File: src/shared/ordering_pkg.sv
// Constants for the access ordering gate: register map, attribute fields,
// reset values and ordering channel codes.
// Assumes a 32-bit AXI4-Lite slave port with an 8-bit byte address.
`default_nettype none
package ordering_pkg;
	localparam int NREG = 4;
	localparam int NENT = 4;
	localparam int IDXW = 2;
	localparam int CHW  = 3;
	// Region registers sit at region * 16 plus 4 times these word offsets.
	localparam logic [1:0] SUB_BASE = 2'h0;
	localparam logic [1:0] SUB_MASK = 2'h1;
	localparam logic [1:0] SUB_ATTR = 2'h2;
	localparam logic [7:0] OFF_STATUS = 8'h40;
	localparam logic [7:0] OFF_CTRL   = 8'h44;
	// Attribute field positions.
	localparam int A_IO     = 0;
	localparam int A_STRONG = 1;
	localparam int A_CACHE  = 2;
	localparam int A_COH    = 3;
	localparam int A_IDEM   = 4;
	localparam int A_CH     = 8;
	// Control and status field positions.
	localparam int C_ORDALL = 0;
	localparam int S_ENT    = 0;
	localparam int S_OUT    = 4;
	localparam int S_STALL  = 16;
	// Values after reset.
	localparam logic [31:0] BASE_RST = 32'h0000_0000;
	localparam logic [31:0] MASK_RST = 32'h0000_0000;
	localparam logic [31:0] ATTR_RST = 32'h0000_001c;
	localparam logic [31:0] CTRL_RST = 32'h0000_0000;
	localparam logic [15:0] STALL_RST = 16'h0000;
	// Ordering channels.
	localparam logic [CHW-1:0] CH_NONE   = 3'h0;
	localparam logic [CHW-1:0] CH_STRICT = 3'h1;
	// Bus responses.
	localparam logic [1:0] RESP_OKAY   = 2'h0;
	localparam logic [1:0] RESP_DECERR = 2'h3;
endpackage
`default_nettype wire

File: src/verilog/io_memory_access_ordering.sv
// Ordering gate between the load/store unit and the memory system.
// Assumes the memory system pulses doneValid with the tag of each access
// once it is globally visible, and that region registers are set by software.
// ****************************************
// Functional notes
// ****************************************
`timescale 1ns/100ps
`default_nettype none
module io_memory_access_ordering (
	// Clock and reset
	input  wire logic        core_clk,
	input  wire logic        reset,
	// Core requests
	input  wire logic        reqValid,
	output logic             reqReady,
	input  wire logic [31:0] reqAddr,
	input  wire logic        reqWrite,
	input  wire logic        reqAcquire,
	input  wire logic        reqRelease,
	input  wire logic        reqFence,
	input  wire logic        predIoInput,
	input  wire logic        predIoOutput,
	input  wire logic        predMemRead,
	input  wire logic        predMemWrite,
	input  wire logic        succIoInput,
	input  wire logic        succIoOutput,
	input  wire logic        succMemRead,
	input  wire logic        succMemWrite,
	// Memory side
	output logic             memValid,
	input  wire logic        memReady,
	output logic [31:0]      memAddr,
	output logic             memWrite,
	output logic             memIo,
	output logic             memCacheable,
	output logic             memCoherent,
	output logic [1:0]       memTag,
	input  wire logic        doneValid,
	input  wire logic [1:0]  doneTag,
	// Prefetch check
	input  wire logic [31:0] pfAddr,
	output logic             pfOk,
	// AXI4-Lite slave
	input  wire logic [7:0]  awaddr,
	input  wire logic        awvalid,
	output logic             awready,
	input  wire logic [31:0] wdata,
	input  wire logic [3:0]  wstrb,
	input  wire logic        wvalid,
	output logic             wready,
	output logic [1:0]       bresp,
	output logic             bvalid,
	input  wire logic        bready,
	input  wire logic [7:0]  araddr,
	input  wire logic        arvalid,
	output logic             arready,
	output logic [31:0]      rdata,
	output logic [1:0]       rresp,
	output logic             rvalid,
	input  wire logic        rready
);
	localparam int NR = ordering_pkg::NREG;
	localparam int NE = ordering_pkg::NENT;
	localparam int IW = ordering_pkg::IDXW;
	localparam int CW = ordering_pkg::CHW;

	logic [31:0]   base [NR];
	logic [31:0]   mask [NR];
	logic [31:0]   attr [NR];
	logic [31:0]   ctrl;
	logic [15:0]   stallCnt;
	logic [NE-1:0] eV;
	logic [29:0]   eAddr [NE];
	logic          eIo [NE];
	logic          eWr [NE];
	logic          eAcq [NE];
	logic          eStr [NE];
	logic [IW-1:0] eReg [NE];
	logic [CW-1:0] eCh [NE];
	logic [NE-1:0] conf;
	logic [NE-1:0] fHit;
	logic [IW-1:0] freeIdx;
	logic          haveFree;
	logic          awHeld;
	logic          wHeld;
	logic [7:0]    awQ;
	logic [31:0]   wQ;
	logic [3:0]    sQ;

	// ****************************************
	// Decoding functions
	// ****************************************
	// First matching region wins; no match means cacheable main memory.
	function automatic logic [32:0] lookup(input logic [31:0] a);
		int i;
		lookup = {1'b0, ordering_pkg::ATTR_RST};
		for (i = NR - 1; i >= 0; i--) begin
			if ((a & mask[i]) == base[i]) begin
				lookup = {1'b1, attr[i]};
			end
		end
	endfunction

	function automatic logic [IW-1:0] lookIdx(input logic [31:0] a);
		int i;
		lookIdx = '0;
		for (i = NR - 1; i >= 0; i--) begin
			if ((a & mask[i]) == base[i]) begin
				lookIdx = i[IW-1:0];
			end
		end
	endfunction

	function automatic logic regOk(input logic [7:0] a);
		regOk = (a[7:6] == 2'h0 && a[3:2] != 2'h3) || a[7:2] == ordering_pkg::OFF_STATUS[7:2]
			|| a[7:2] == ordering_pkg::OFF_CTRL[7:2];
	endfunction

	function automatic logic [31:0] merge(input logic [31:0] o, input logic [31:0] n,
			input logic [3:0] s);
		int k;
		merge = o;
		for (k = 0; k < 4; k++) begin
			if (s[k]) begin
				merge[8*k+:8] = n[8*k+:8];
			end
		end
	endfunction

	// ****************************************
	// Request classification
	// ****************************************
	wire [32:0]   rLook   = lookup(reqAddr);
	wire [IW-1:0] rIdx    = lookIdx(reqAddr);
	wire [31:0]   rAttr   = rLook[31:0];
	wire          rIo     = rAttr[ordering_pkg::A_IO];
	wire          rStr    = rAttr[ordering_pkg::A_STRONG] & rLook[32];
	wire [CW-1:0] rCh     = rAttr[ordering_pkg::A_CH+:CW];
	wire          rCache  = rAttr[ordering_pkg::A_CACHE] & ~rIo;
	wire          rCoh    = rAttr[ordering_pkg::A_COH];
	wire [32:0]   pLook   = lookup(pfAddr);
	wire          orderAll = ctrl[ordering_pkg::C_ORDALL];
	wire          anySucc = succIoInput | succIoOutput | succMemRead | succMemWrite;

	// Cacheability feeds no term below, so it cannot loosen or tighten order.
	genvar g;
	generate
		for (g = 0; g < NE; g++) begin : gEnt
			wire same  = eAddr[g] == reqAddr[31:2];
			wire bIo   = eIo[g] & rIo;
			wire dom   = eIo[g] == rIo;
			wire acqR  = dom & (eAcq[g] | reqRelease);
			wire memOv = ~eIo[g] & ~rIo & same;
			wire ioOv  = bIo & same;
			wire ioStr = bIo & rStr & eStr[g] & eReg[g] == rIdx;
			wire ioC1  = bIo & (eCh[g] == ordering_pkg::CH_STRICT
				| rCh == ordering_pkg::CH_STRICT);
			wire ioCs  = bIo & eCh[g] == rCh & rCh != ordering_pkg::CH_NONE;
			assign conf[g] = eV[g] & (orderAll | acqR | memOv | ioOv | ioStr | ioC1 | ioCs);
			// Fences hold successors until every predecessor of the kinds selected by the pred bits has completed.
			assign fHit[g] = eV[g] & ((eIo[g] & ~eWr[g] & predIoInput)
				| (eIo[g] & eWr[g] & predIoOutput)
				| (~eIo[g] & ~eWr[g] & predMemRead)
				| (~eIo[g] & eWr[g] & predMemWrite));
		end
	endgenerate

	always_comb begin
		freeIdx  = '0;
		haveFree = 1'b0;
		for (int i = NE - 1; i >= 0; i--) begin
			if (!eV[i]) begin
				freeIdx  = i[IW-1:0];
				haveFree = 1'b1;
			end
		end
	end

	// Waiting on completion is slower than pure ordering but needs no help
	// from the memory system beyond its done pulse.
	wire fenceBlock = anySucc & (|fHit);
	wire outFree    = ~memValid | memReady;
	wire take       = reqValid & reqReady & ~reqFence;
	assign reqReady = reqFence ? ~fenceBlock : (outFree & haveFree & ~(|conf));

	// ****************************************
	// Issue register and outstanding table
	// ****************************************
	always_ff @(posedge core_clk or posedge reset) begin
		if (reset) begin
			memValid     <= 1'b0;
			memAddr      <= '0;
			memWrite     <= 1'b0;
			memIo        <= 1'b0;
			memCacheable <= 1'b0;
			memCoherent  <= 1'b0;
			memTag       <= '0;
		end else if (take) begin
			memValid     <= 1'b1;
			memAddr      <= reqAddr;
			memWrite     <= reqWrite;
			memIo        <= rIo;
			memCacheable <= rCache;
			memCoherent  <= rCoh;
			memTag       <= freeIdx;
		end else if (memReady) begin
			memValid <= 1'b0;
		end
	end

	generate
		for (g = 0; g < NE; g++) begin : gTab
			always_ff @(posedge core_clk or posedge reset) begin
				if (reset) begin
					eV[g] <= 1'b0;
				end else if (take && freeIdx == g) begin
					eV[g] <= 1'b1;
				end else if (doneValid && doneTag == g) begin
					eV[g] <= 1'b0;
				end
			end
			always_ff @(posedge core_clk or posedge reset) begin
				if (reset) begin
					eAddr[g] <= '0;
					eIo[g]   <= 1'b0;
					eWr[g]   <= 1'b0;
					eAcq[g]  <= 1'b0;
					eStr[g]  <= 1'b0;
					eReg[g]  <= '0;
					eCh[g]   <= '0;
				end else if (take && freeIdx == g) begin
					eAddr[g] <= reqAddr[31:2];
					eIo[g]   <= rIo;
					eWr[g]   <= reqWrite;
					eAcq[g]  <= reqAcquire;
					eStr[g]  <= rStr;
					eReg[g]  <= rIdx;
					eCh[g]   <= rCh;
				end
			end
		end
	endgenerate

	always_ff @(posedge core_clk or posedge reset) begin
		if (reset) begin
			pfOk <= 1'b0;
		end else begin
			pfOk <= pLook[ordering_pkg::A_IDEM];
		end
	end

	always_ff @(posedge core_clk or posedge reset) begin
		if (reset) begin
			stallCnt <= ordering_pkg::STALL_RST;
		end else if (reqValid && !reqReady && stallCnt != 16'hffff) begin
			stallCnt <= stallCnt + 16'h0001;
		end
	end

	// ****************************************
	// Register bus
	// ****************************************
	assign awready = ~awHeld & ~bvalid;
	assign wready  = ~wHeld & ~bvalid;
	assign arready = ~rvalid;
	wire doWrite   = awHeld & wHeld & ~bvalid;
	wire [IW-1:0] wReg = awQ[5:4];

	always_ff @(posedge core_clk or posedge reset) begin
		if (reset) begin
			awHeld <= 1'b0;
			wHeld  <= 1'b0;
			awQ    <= '0;
			wQ     <= '0;
			sQ     <= '0;
			bvalid <= 1'b0;
			bresp  <= ordering_pkg::RESP_OKAY;
		end else begin
			if (awvalid && awready) begin
				awHeld <= 1'b1;
				awQ    <= awaddr;
			end
			if (wvalid && wready) begin
				wHeld <= 1'b1;
				wQ    <= wdata;
				sQ    <= wstrb;
			end
			if (doWrite) begin
				awHeld <= 1'b0;
				wHeld  <= 1'b0;
				bvalid <= 1'b1;
				bresp  <= regOk(awQ) ? ordering_pkg::RESP_OKAY : ordering_pkg::RESP_DECERR;
			end else if (bready) begin
				bvalid <= 1'b0;
			end
		end
	end

	generate
		for (g = 0; g < NR; g++) begin : gReg
			wire hit = doWrite & awQ[7:6] == 2'h0 & wReg == g;
			always_ff @(posedge core_clk or posedge reset) begin
				if (reset) begin
					base[g] <= ordering_pkg::BASE_RST;
					mask[g] <= ordering_pkg::MASK_RST;
					attr[g] <= ordering_pkg::ATTR_RST;
				end else if (hit && awQ[3:2] == ordering_pkg::SUB_BASE) begin
					base[g] <= merge(base[g], wQ, sQ);
				end else if (hit && awQ[3:2] == ordering_pkg::SUB_MASK) begin
					mask[g] <= merge(mask[g], wQ, sQ);
				end else if (hit && awQ[3:2] == ordering_pkg::SUB_ATTR) begin
					attr[g] <= merge(attr[g], wQ, sQ);
				end
			end
		end
	endgenerate

	always_ff @(posedge core_clk or posedge reset) begin
		if (reset) begin
			ctrl <= ordering_pkg::CTRL_RST;
		end else if (doWrite && awQ[7:2] == ordering_pkg::OFF_CTRL[7:2]) begin
			ctrl <= merge(ctrl, wQ, sQ) & 32'h0000_0001;
		end
	end

	wire [IW-1:0] aReg = araddr[5:4];
	wire [31:0] status = {stallCnt, 11'h000, memValid, eV};
	wire [31:0] regVal = araddr[3:2] == ordering_pkg::SUB_BASE ? base[aReg]
		: araddr[3:2] == ordering_pkg::SUB_MASK ? mask[aReg] : attr[aReg];
	wire [31:0] rdMux = !regOk(araddr) ? 32'h0000_0000
		: araddr[7:6] == 2'h0 ? regVal
		: araddr[7:2] == ordering_pkg::OFF_CTRL[7:2] ? ctrl : status;

	always_ff @(posedge core_clk or posedge reset) begin
		if (reset) begin
			rvalid <= 1'b0;
			rdata  <= '0;
			rresp  <= ordering_pkg::RESP_OKAY;
		end else if (arvalid && arready) begin
			rvalid <= 1'b1;
			rdata  <= rdMux;
			rresp  <= regOk(araddr) ? ordering_pkg::RESP_OKAY : ordering_pkg::RESP_DECERR;
		end else if (rready) begin
			rvalid <= 1'b0;
		end
	end
endmodule
`default_nettype wire

File: config.mk
export PLATFORM = sky130hd
export DESIGN_NAME = io_memory_access_ordering
export DESIGN_NICKNAME = d
export VERILOG_FILES = /design/src/shared/ordering_pkg.sv /design/src/verilog/io_memory_access_ordering.sv
export SDC_FILE = /design/constraint.sdc
export NUM_CORES = 2
export LEC_CHECK = 0
export ABC_AREA = 1
export BUFFER_PORTS_ARGS = -buffer_cell sky130_fd_sc_hd__buf_2
export CAP_MARGIN = 20
export CORE_ASPECT_RATIO = 1.4
export CORE_UTILIZATION = 35
export CTS_BUF_LIST = sky130_fd_sc_hd__clkbuf_16
export CTS_CLUSTER_SIZE = 30
export DETAILED_ROUTE_END_ITERATION = 10
export GPL_TIMING_DRIVEN = 1
export HOLD_SLACK_MARGIN = 0.08
export PLACE_DENSITY = 0.55
export REMOVE_ABC_BUFFERS = 1
export SETUP_SLACK_MARGIN = 0.4
export SLEW_MARGIN = 25
export SYNTH_ARGS = -nofsm -noshare
export SYNTH_HDL_FRONTEND = slang
export SYNTH_SLANG_ARGS = --single-unit
export TNS_END_PERCENT = 10
File: constraint.sdc
create_clock -name core_clk -period 25.6 [get_ports core_clk]
set_input_delay 3.84 -clock core_clk [delete_from_list [all_inputs] [get_ports core_clk]]
set_output_delay 3.84 -clock core_clk [all_outputs]
set_load 0.005 [all_outputs]
# Yosys cells after proc, flatten, opt, wreduce, memory -nomap -nowiden
# Cells that the tools add are included.
totals:
  regBits: 685
  latchBits: 0
  ram_bits: 0
  romBits: 0
  inputBits: 140
  output_inout_bits: 82
  elab_cells: 488
  memories: 0
op_classes:
  n_addsub: 1
  multipliers: 0
  div_mod_pow: 0
  order_cmp: 1
  eq_ne: 48
  shift: 0
  muxes: 55
  bitwise: 182
  reduce_logical: 101
ops:
  columns: ["cell", "count"]
  rows:
  - ["$mux W32", 11]
  - ["$and A32 B32 Y32", 8]
  - ["$eq A32 B32 Y1", 8]
  - ["$bmux W32 S2", 3]
  - ["$mux W33", 4]
  - ["$eq A30 B30 Y1", 4]
  - ["$and A1 B1 Y1", 100]
  - ["$reduce_and A4 Y1", 16]
  - ["$or A1 B1 Y1", 48]
  - ["$reduce_and A3 Y1", 16]
  - ["$reduce_and A2 Y1", 17]
  - ["$logic_and A1 B1 Y1", 28]
  - ["$not A1 Y1", 25]
  - ["$eq A6 B5 Y1 const B", 4]
  - ["$mux W1", 23]
  - ["$mux W2", 10]
  - ["$mux W5", 4]
  - ["$reduce_bool A2 Y1", 9]
  - ["$add A16 B1 Y16 const B", 1]
  - ["$ne A16 B16 Y1 const B", 1]
  - ["$eq A3 B1 Y1 const B", 5]
  - ["$eq A2 B2 Y1 const B", 7]
  - ["$logic_not A2 Y1", 7]
  - ["$eq A3 B3 Y1", 4]
  - ["10 further kinds", 25]

# Logic depth before layout (Yosys ltp)
depth:
  word_depth: 23
  mapped_depth: 31
  ltp_nobuf: 28

# Worst setup path after synthesis
# OpenSTA, ideal clock, no wires.
synth_timing:
  kind: "input to output"
  start: "input reqAddr[11]"
  end: "output reqReady"
  arrival_ps: 6895
  slack_ps: 14865
  path_stages: 26
  path_buffers: 4
  path_cell_list: "buf_2 > buf_4 > nand3_1 > nand2_1 > nor2_1 > nand2_1 > nor2_1 > nand2_1 > nor2_4 > inv_2 > buf_2 > o21ai_0 > inv_1 > ha_1 > o22ai_1 > a21oi_1 > nand4_1 > nor4_1 > nor3_1 > nand3_1 > nand2_1 > nand2_1 > nor2_1 > nand2_2 > buf_2 > nand2_1"
synth_between:
  elab_chain_len: 19
synth_lines:
  columns: ["element", "line", "source"]
  rows:
  - ["start: declaration", "io_memory_access_ordering.sv:16", "input wire logic [31:0] reqAddr,"]
  - ["$and A32 B32 Y32", "io_memory_access_ordering.sv:98", "if ((a & mask[i]) == base[i]) begin"]
  - ["$eq A32 B32 Y1", "io_memory_access_ordering.sv:98", null]
  - ["$mux W33 (3 in series)", "io_memory_access_ordering.sv:98", null]
  - ["$mux W33 (*)", "io_memory_access_ordering.sv:98", null]
  - ["named net rLook[0]", "io_memory_access_ordering.sv:133", "wire [32:0] rLook = lookup(reqAddr);"]
  - ["$eq A1 B1 Y1 / $not A1 Y1 (equally long branches)", "io_memory_access_ordering.sv:151, io_memory_access_ordering.sv:153", null]
  - ["$and A1 B1 Y1 (on tied branches)", "io_memory_access_ordering.sv:152, io_memory_access_ordering.sv:153", null]
  - ["$or A1 B1 Y1 / $and A1 B1 Y1 (equally long branches)", "io_memory_access_ordering.sv:159, io_memory_access_ordering.sv:153", null]
  - ["$or A1 B1 Y1 (5 in series)", "io_memory_access_ordering.sv:159", "assign conf[g] = eV[g] & (orderAll | acqR | memOv | ioOv | ioStr | ioC1 | ioCs);"]
  - ["$and A1 B1 Y1", "io_memory_access_ordering.sv:159", null]
  - ["$reduce_or A4 Y1 (*)", "io_memory_access_ordering.sv:184", "assign reqReady = reqFence ? ~fenceBlock : (outFree & haveFree & ~(|conf));"]
  - ["$not A1 Y1 (*)", "io_memory_access_ordering.sv:184", null]
  - ["$and A1 B1 Y1 (*)", "io_memory_access_ordering.sv:184", null]
  - ["$mux W1 (*)", "io_memory_access_ordering.sv:184", null]
  - ["end: declaration", "io_memory_access_ordering.sv:15", "output logic reqReady,"]
# The timed path passes the listed nets; every way through them passes the cells marked *.

# Final worst setup path
layout_timing:
  start: "input reqAddr[20]"
  end: "output reqReady"
# The elaborated chain is that of the path after synthesis.

==> flow_metrics.py <==
metrics = {
    "placement": {
        "port_buffers": 217,
        "postPlaceCellArea_sq_um": 38720,
        "hpwl_um": 104100,
        "gp_congestion": 1.004,
        "placedCellCount": 6159,
    },
    "global_routing": {
        "grt_max_degree": 165,
        "grt_pass1_vias": 32710,
        "grt_pass1_wl_um": 217900,
        "grt_overflow_total": 0,
        "track_usage_pct": 27.30,
        "antenna_found_initial": 21,
    },
    "setup_path": {
        "end_kind": "primary output",
        "rrSetupSlack_ns": 18.18,
        "cp_data_arrival_time_ns": 9.16,
        "reg2reg_to": "eAddr[27]",
        "crit_fanout": 18,
        "cp-start-kind": "input port",
        "cp.required_ns": 21.76,
        "r2r_start": "base[56]",
        "r2r_cells": 27,
        "critical_path_class": "input port to primary output",
    },
    "yosys": {
        "synth_common_cells": "nand2_1, dfrtp_1, o21ai_0",
        "synth_compound_gate_area_share_pct": 14.81,
        "synth_area_sq_um": 37030,
        "synth-seq-cells": 681,
        "ys_seq_area_share_pct": 46.06,
        "synthXorXnorAreaFrac_pct": 5.156,
        "synthFlopType": "dfrtp_1",
        "synth_top_cell_by_area": "dfrtp_1",
        "synth_edf_count": 0,
        "synthMuxAreaShare_pct": 0.1521,
        "synth_area_leaders": "dfrtp_1, nand2_1, o21ai_0",
        "yosysWarnings": 0,
        "synth.distinct_cells": 54,
        "synthSimpleGateAreaFrac_pct": 26.81,
        "synth_top_area_share_pct": 45.21,
        "synth.most_common_cell": "nand2_1",
        "avgSynthCellArea_sq_um": 7.613,
        "synthAdderAreaFrac_pct": 0.3041,
        "synth_top_family_by_area": "simple AND/OR/NAND/NOR gates",
        "synth_cells": 4864,
        "synthArstFlopShare_pct": 100.0,
    },
    "floorplan": {
        "core-area_sq_um": 104400,
        "dieArea_sq_um": 107100,
        "rows": 140,
        "initial_core_util_pct": 35.47,
        "pin_count": 222,
        "die_x_um": 276.9,
        "die_h_um": 386.9,
    },
    "timing": {
        "finalSetupViolations": 0,
        "rsz0062_at_grt": "no",
        "min_period_ns": 13.00,
        "whs_ns": 0.4634,
        "finClkSkew_ns": 0.03735,
        "tightest_slew_ns": 1.138,
        "slew-limit-headroom_pct": 23.92,
        "slew_viol_final": 0,
        "setup_tns_ns": 0,
        "final.period_utilization_pct": 50.79,
        "fmax_ghz": 0.07690,
        "hold_violations": 0,
    },
    "detailed_routing": {
        "drt-pass1-iter-count": 6,
        "wl_per_cell_um": 23.45,
        "wl_um": 148000,
        "drc_errors": 0,
        "first_iter_violations": 3396,
        "routed-via-count": 34530,
        "ant_nets": 0,
        "vias_per_cell": 5.472,
    },
    "final_layout": {
        "stdcell_count": 6311,
        "n_fill_cell": 11040,
        "area_delta_synth_final_pct": 11.59,
        "multi_input_area_sq_um": 17570,
        "seq_area_sq_um": 17060,
        "drive_above_1_share_pct": 8.505,
        "fin_nets": 5039,
        "fin_area_sq_um": 41320,
    },
    "clock_network": {
        "cts_resized": 0,
        "cts_buffers": 76,
        "clock_path_buffers": 3,
        "hold_buffers": 0,
        "cts_tree": "yes",
        "root_buffer": "clkbuf_16",
        "post-cts-setup-buffers": 0,
        "clk_latency_ns": 0.69,
        "h-tree-depth": 3,
        "cts.clk_slew.worst_paths_ns": 0.06,
        "clock-sinks": 681,
    },
    "min_path": {
        "min_from": "memWrite",
        "worstHoldPathCells": 2,
        "hold_class": "register to register",
        "hold_end": "memWrite",
    },
    "pwr": {
        "ir_drop_mv": 0.07546,
        "p_leak_nw": 19.03,
        "powerDensity_nw_per_um2": 117.4,
    },
    "job": {
        "maxCapViolCount": 0,
    },
    "run_status": {
        "status": "finished clean",
    },
}
## critical path, cell delays in order
cell	delay, ns
buf_2	0.49
nand3_1	0.13
nand2_1	0.13
nand3_1	0.15
nor2_1	0.14
nand2_1	0.12
nor2_2	0.44
nand2_1	0.44
o211ai_1	0.34
o211ai_1	0.12
o21ai_1	0.44
ha_1	0.37
nor2_1	0.08
a21oi_1	0.13
nand4_1	0.10
nor4_1	0.37
a41oi_1	0.23
nand3_1	0.29
nand2_1	0.13
inv_1	0.07
nor2_1	0.05
nand2_2	0.27
nand2_1	0.10
buf_2	0.15
## through the flow
step	setup WS, ns	utilization, %	power (mW)
after global placement	12.57	37.09	3.684
final	12.60	39.58	4.850
after floorplan	2.688	-	2.888
after detailed placement	12.71	37.09	3.711
after CTS	12.70	39.47	4.851
after global routing	12.38	39.56	5.166
## cells by family after synthesis
family	Yosys count
mux	5
simple gates	2356
flops	681
xor+xnor	218
compound gates	1011
buf+inv	584
fa+ha+maj	9
## how the worst max path moves through the flow
stage | start | endpoint | slack [ns] | depth (start not counted)
global placement | reqAddr[20] | reqReady | 12.57 | 26
global route | reqAddr[20] | reqReady | 12.38 | 24
detailed placement | reqAddr[20] | reqReady | 12.71 | 25
CTS | reqAddr[20] | reqReady | 12.70 | 24
finish | reqAddr[20] | reqReady | 12.60 | 24
floorplan | reset | attr[0] | 2.69 | 1
## placed cells by master (no fill, tap or decap), types with 12 or more instances in the layout
cell / instances
a21oi_1: 162
nor3_1: 17
clkinv_2: 16
nand3_1: 241
xnor2_1: 54
nand2_1: 1516
dfrtp_1: 669
o21ai_1: 35
o31ai_1: 12
inv_1: 278
xor2_1: 164
o21ai_0: 648
o211ai_1: 18
diode_2: 12
clkinv_1: 21
nor4_1: 39
a32o_1: 18
nor2_1: 289
o22ai_1: 67
clkbuf_16: 78
nand4_1: 205
a221oi_1: 15
dfstp_2: 12
buf_2: 214
buf_4: 34
## layer usage
layer,share of wire (%),GRT usage (%),vias up
met5,0.078,0,-
met4,7.2,17.98,18
met3,6.3,4.463,366
met2,47,45.27,1235
met1,39,32.64,16650
li1,-,-,16270
## state kept, by name (all words and copies together) (netlist names), 6 cells and up
signal    flops
eCh          12
base        128
rdata        32
attr        128
mask        128
wQ           32
awQ           6
eReg          8
memAddr      32
eAddr       120
stallCnt     16
## layout make-up
cell class | count | area share (%)
Sequential cell | 681 | 41.28
Tap cell | 1349 | 4.085
Multi-Input combinational cell | 3599 | 42.52
Antenna cell | 12 | 0.07267
Clock buffer | 78 | 4.724
Inverter | 277 | 2.541
Timing Repair Buffer | 255 | 3.500
Clock inverter | 60 | 1.281
## where the power goes
group / switching [mW] / internal (mW) / total (mW)
clock: 0.487 / 0.644 / 1.13
sequential: 0.257 / 1.37 / 1.63
combinational: 1.50 / 0.592 / 2.09
(Power assumes the default switching activity.)
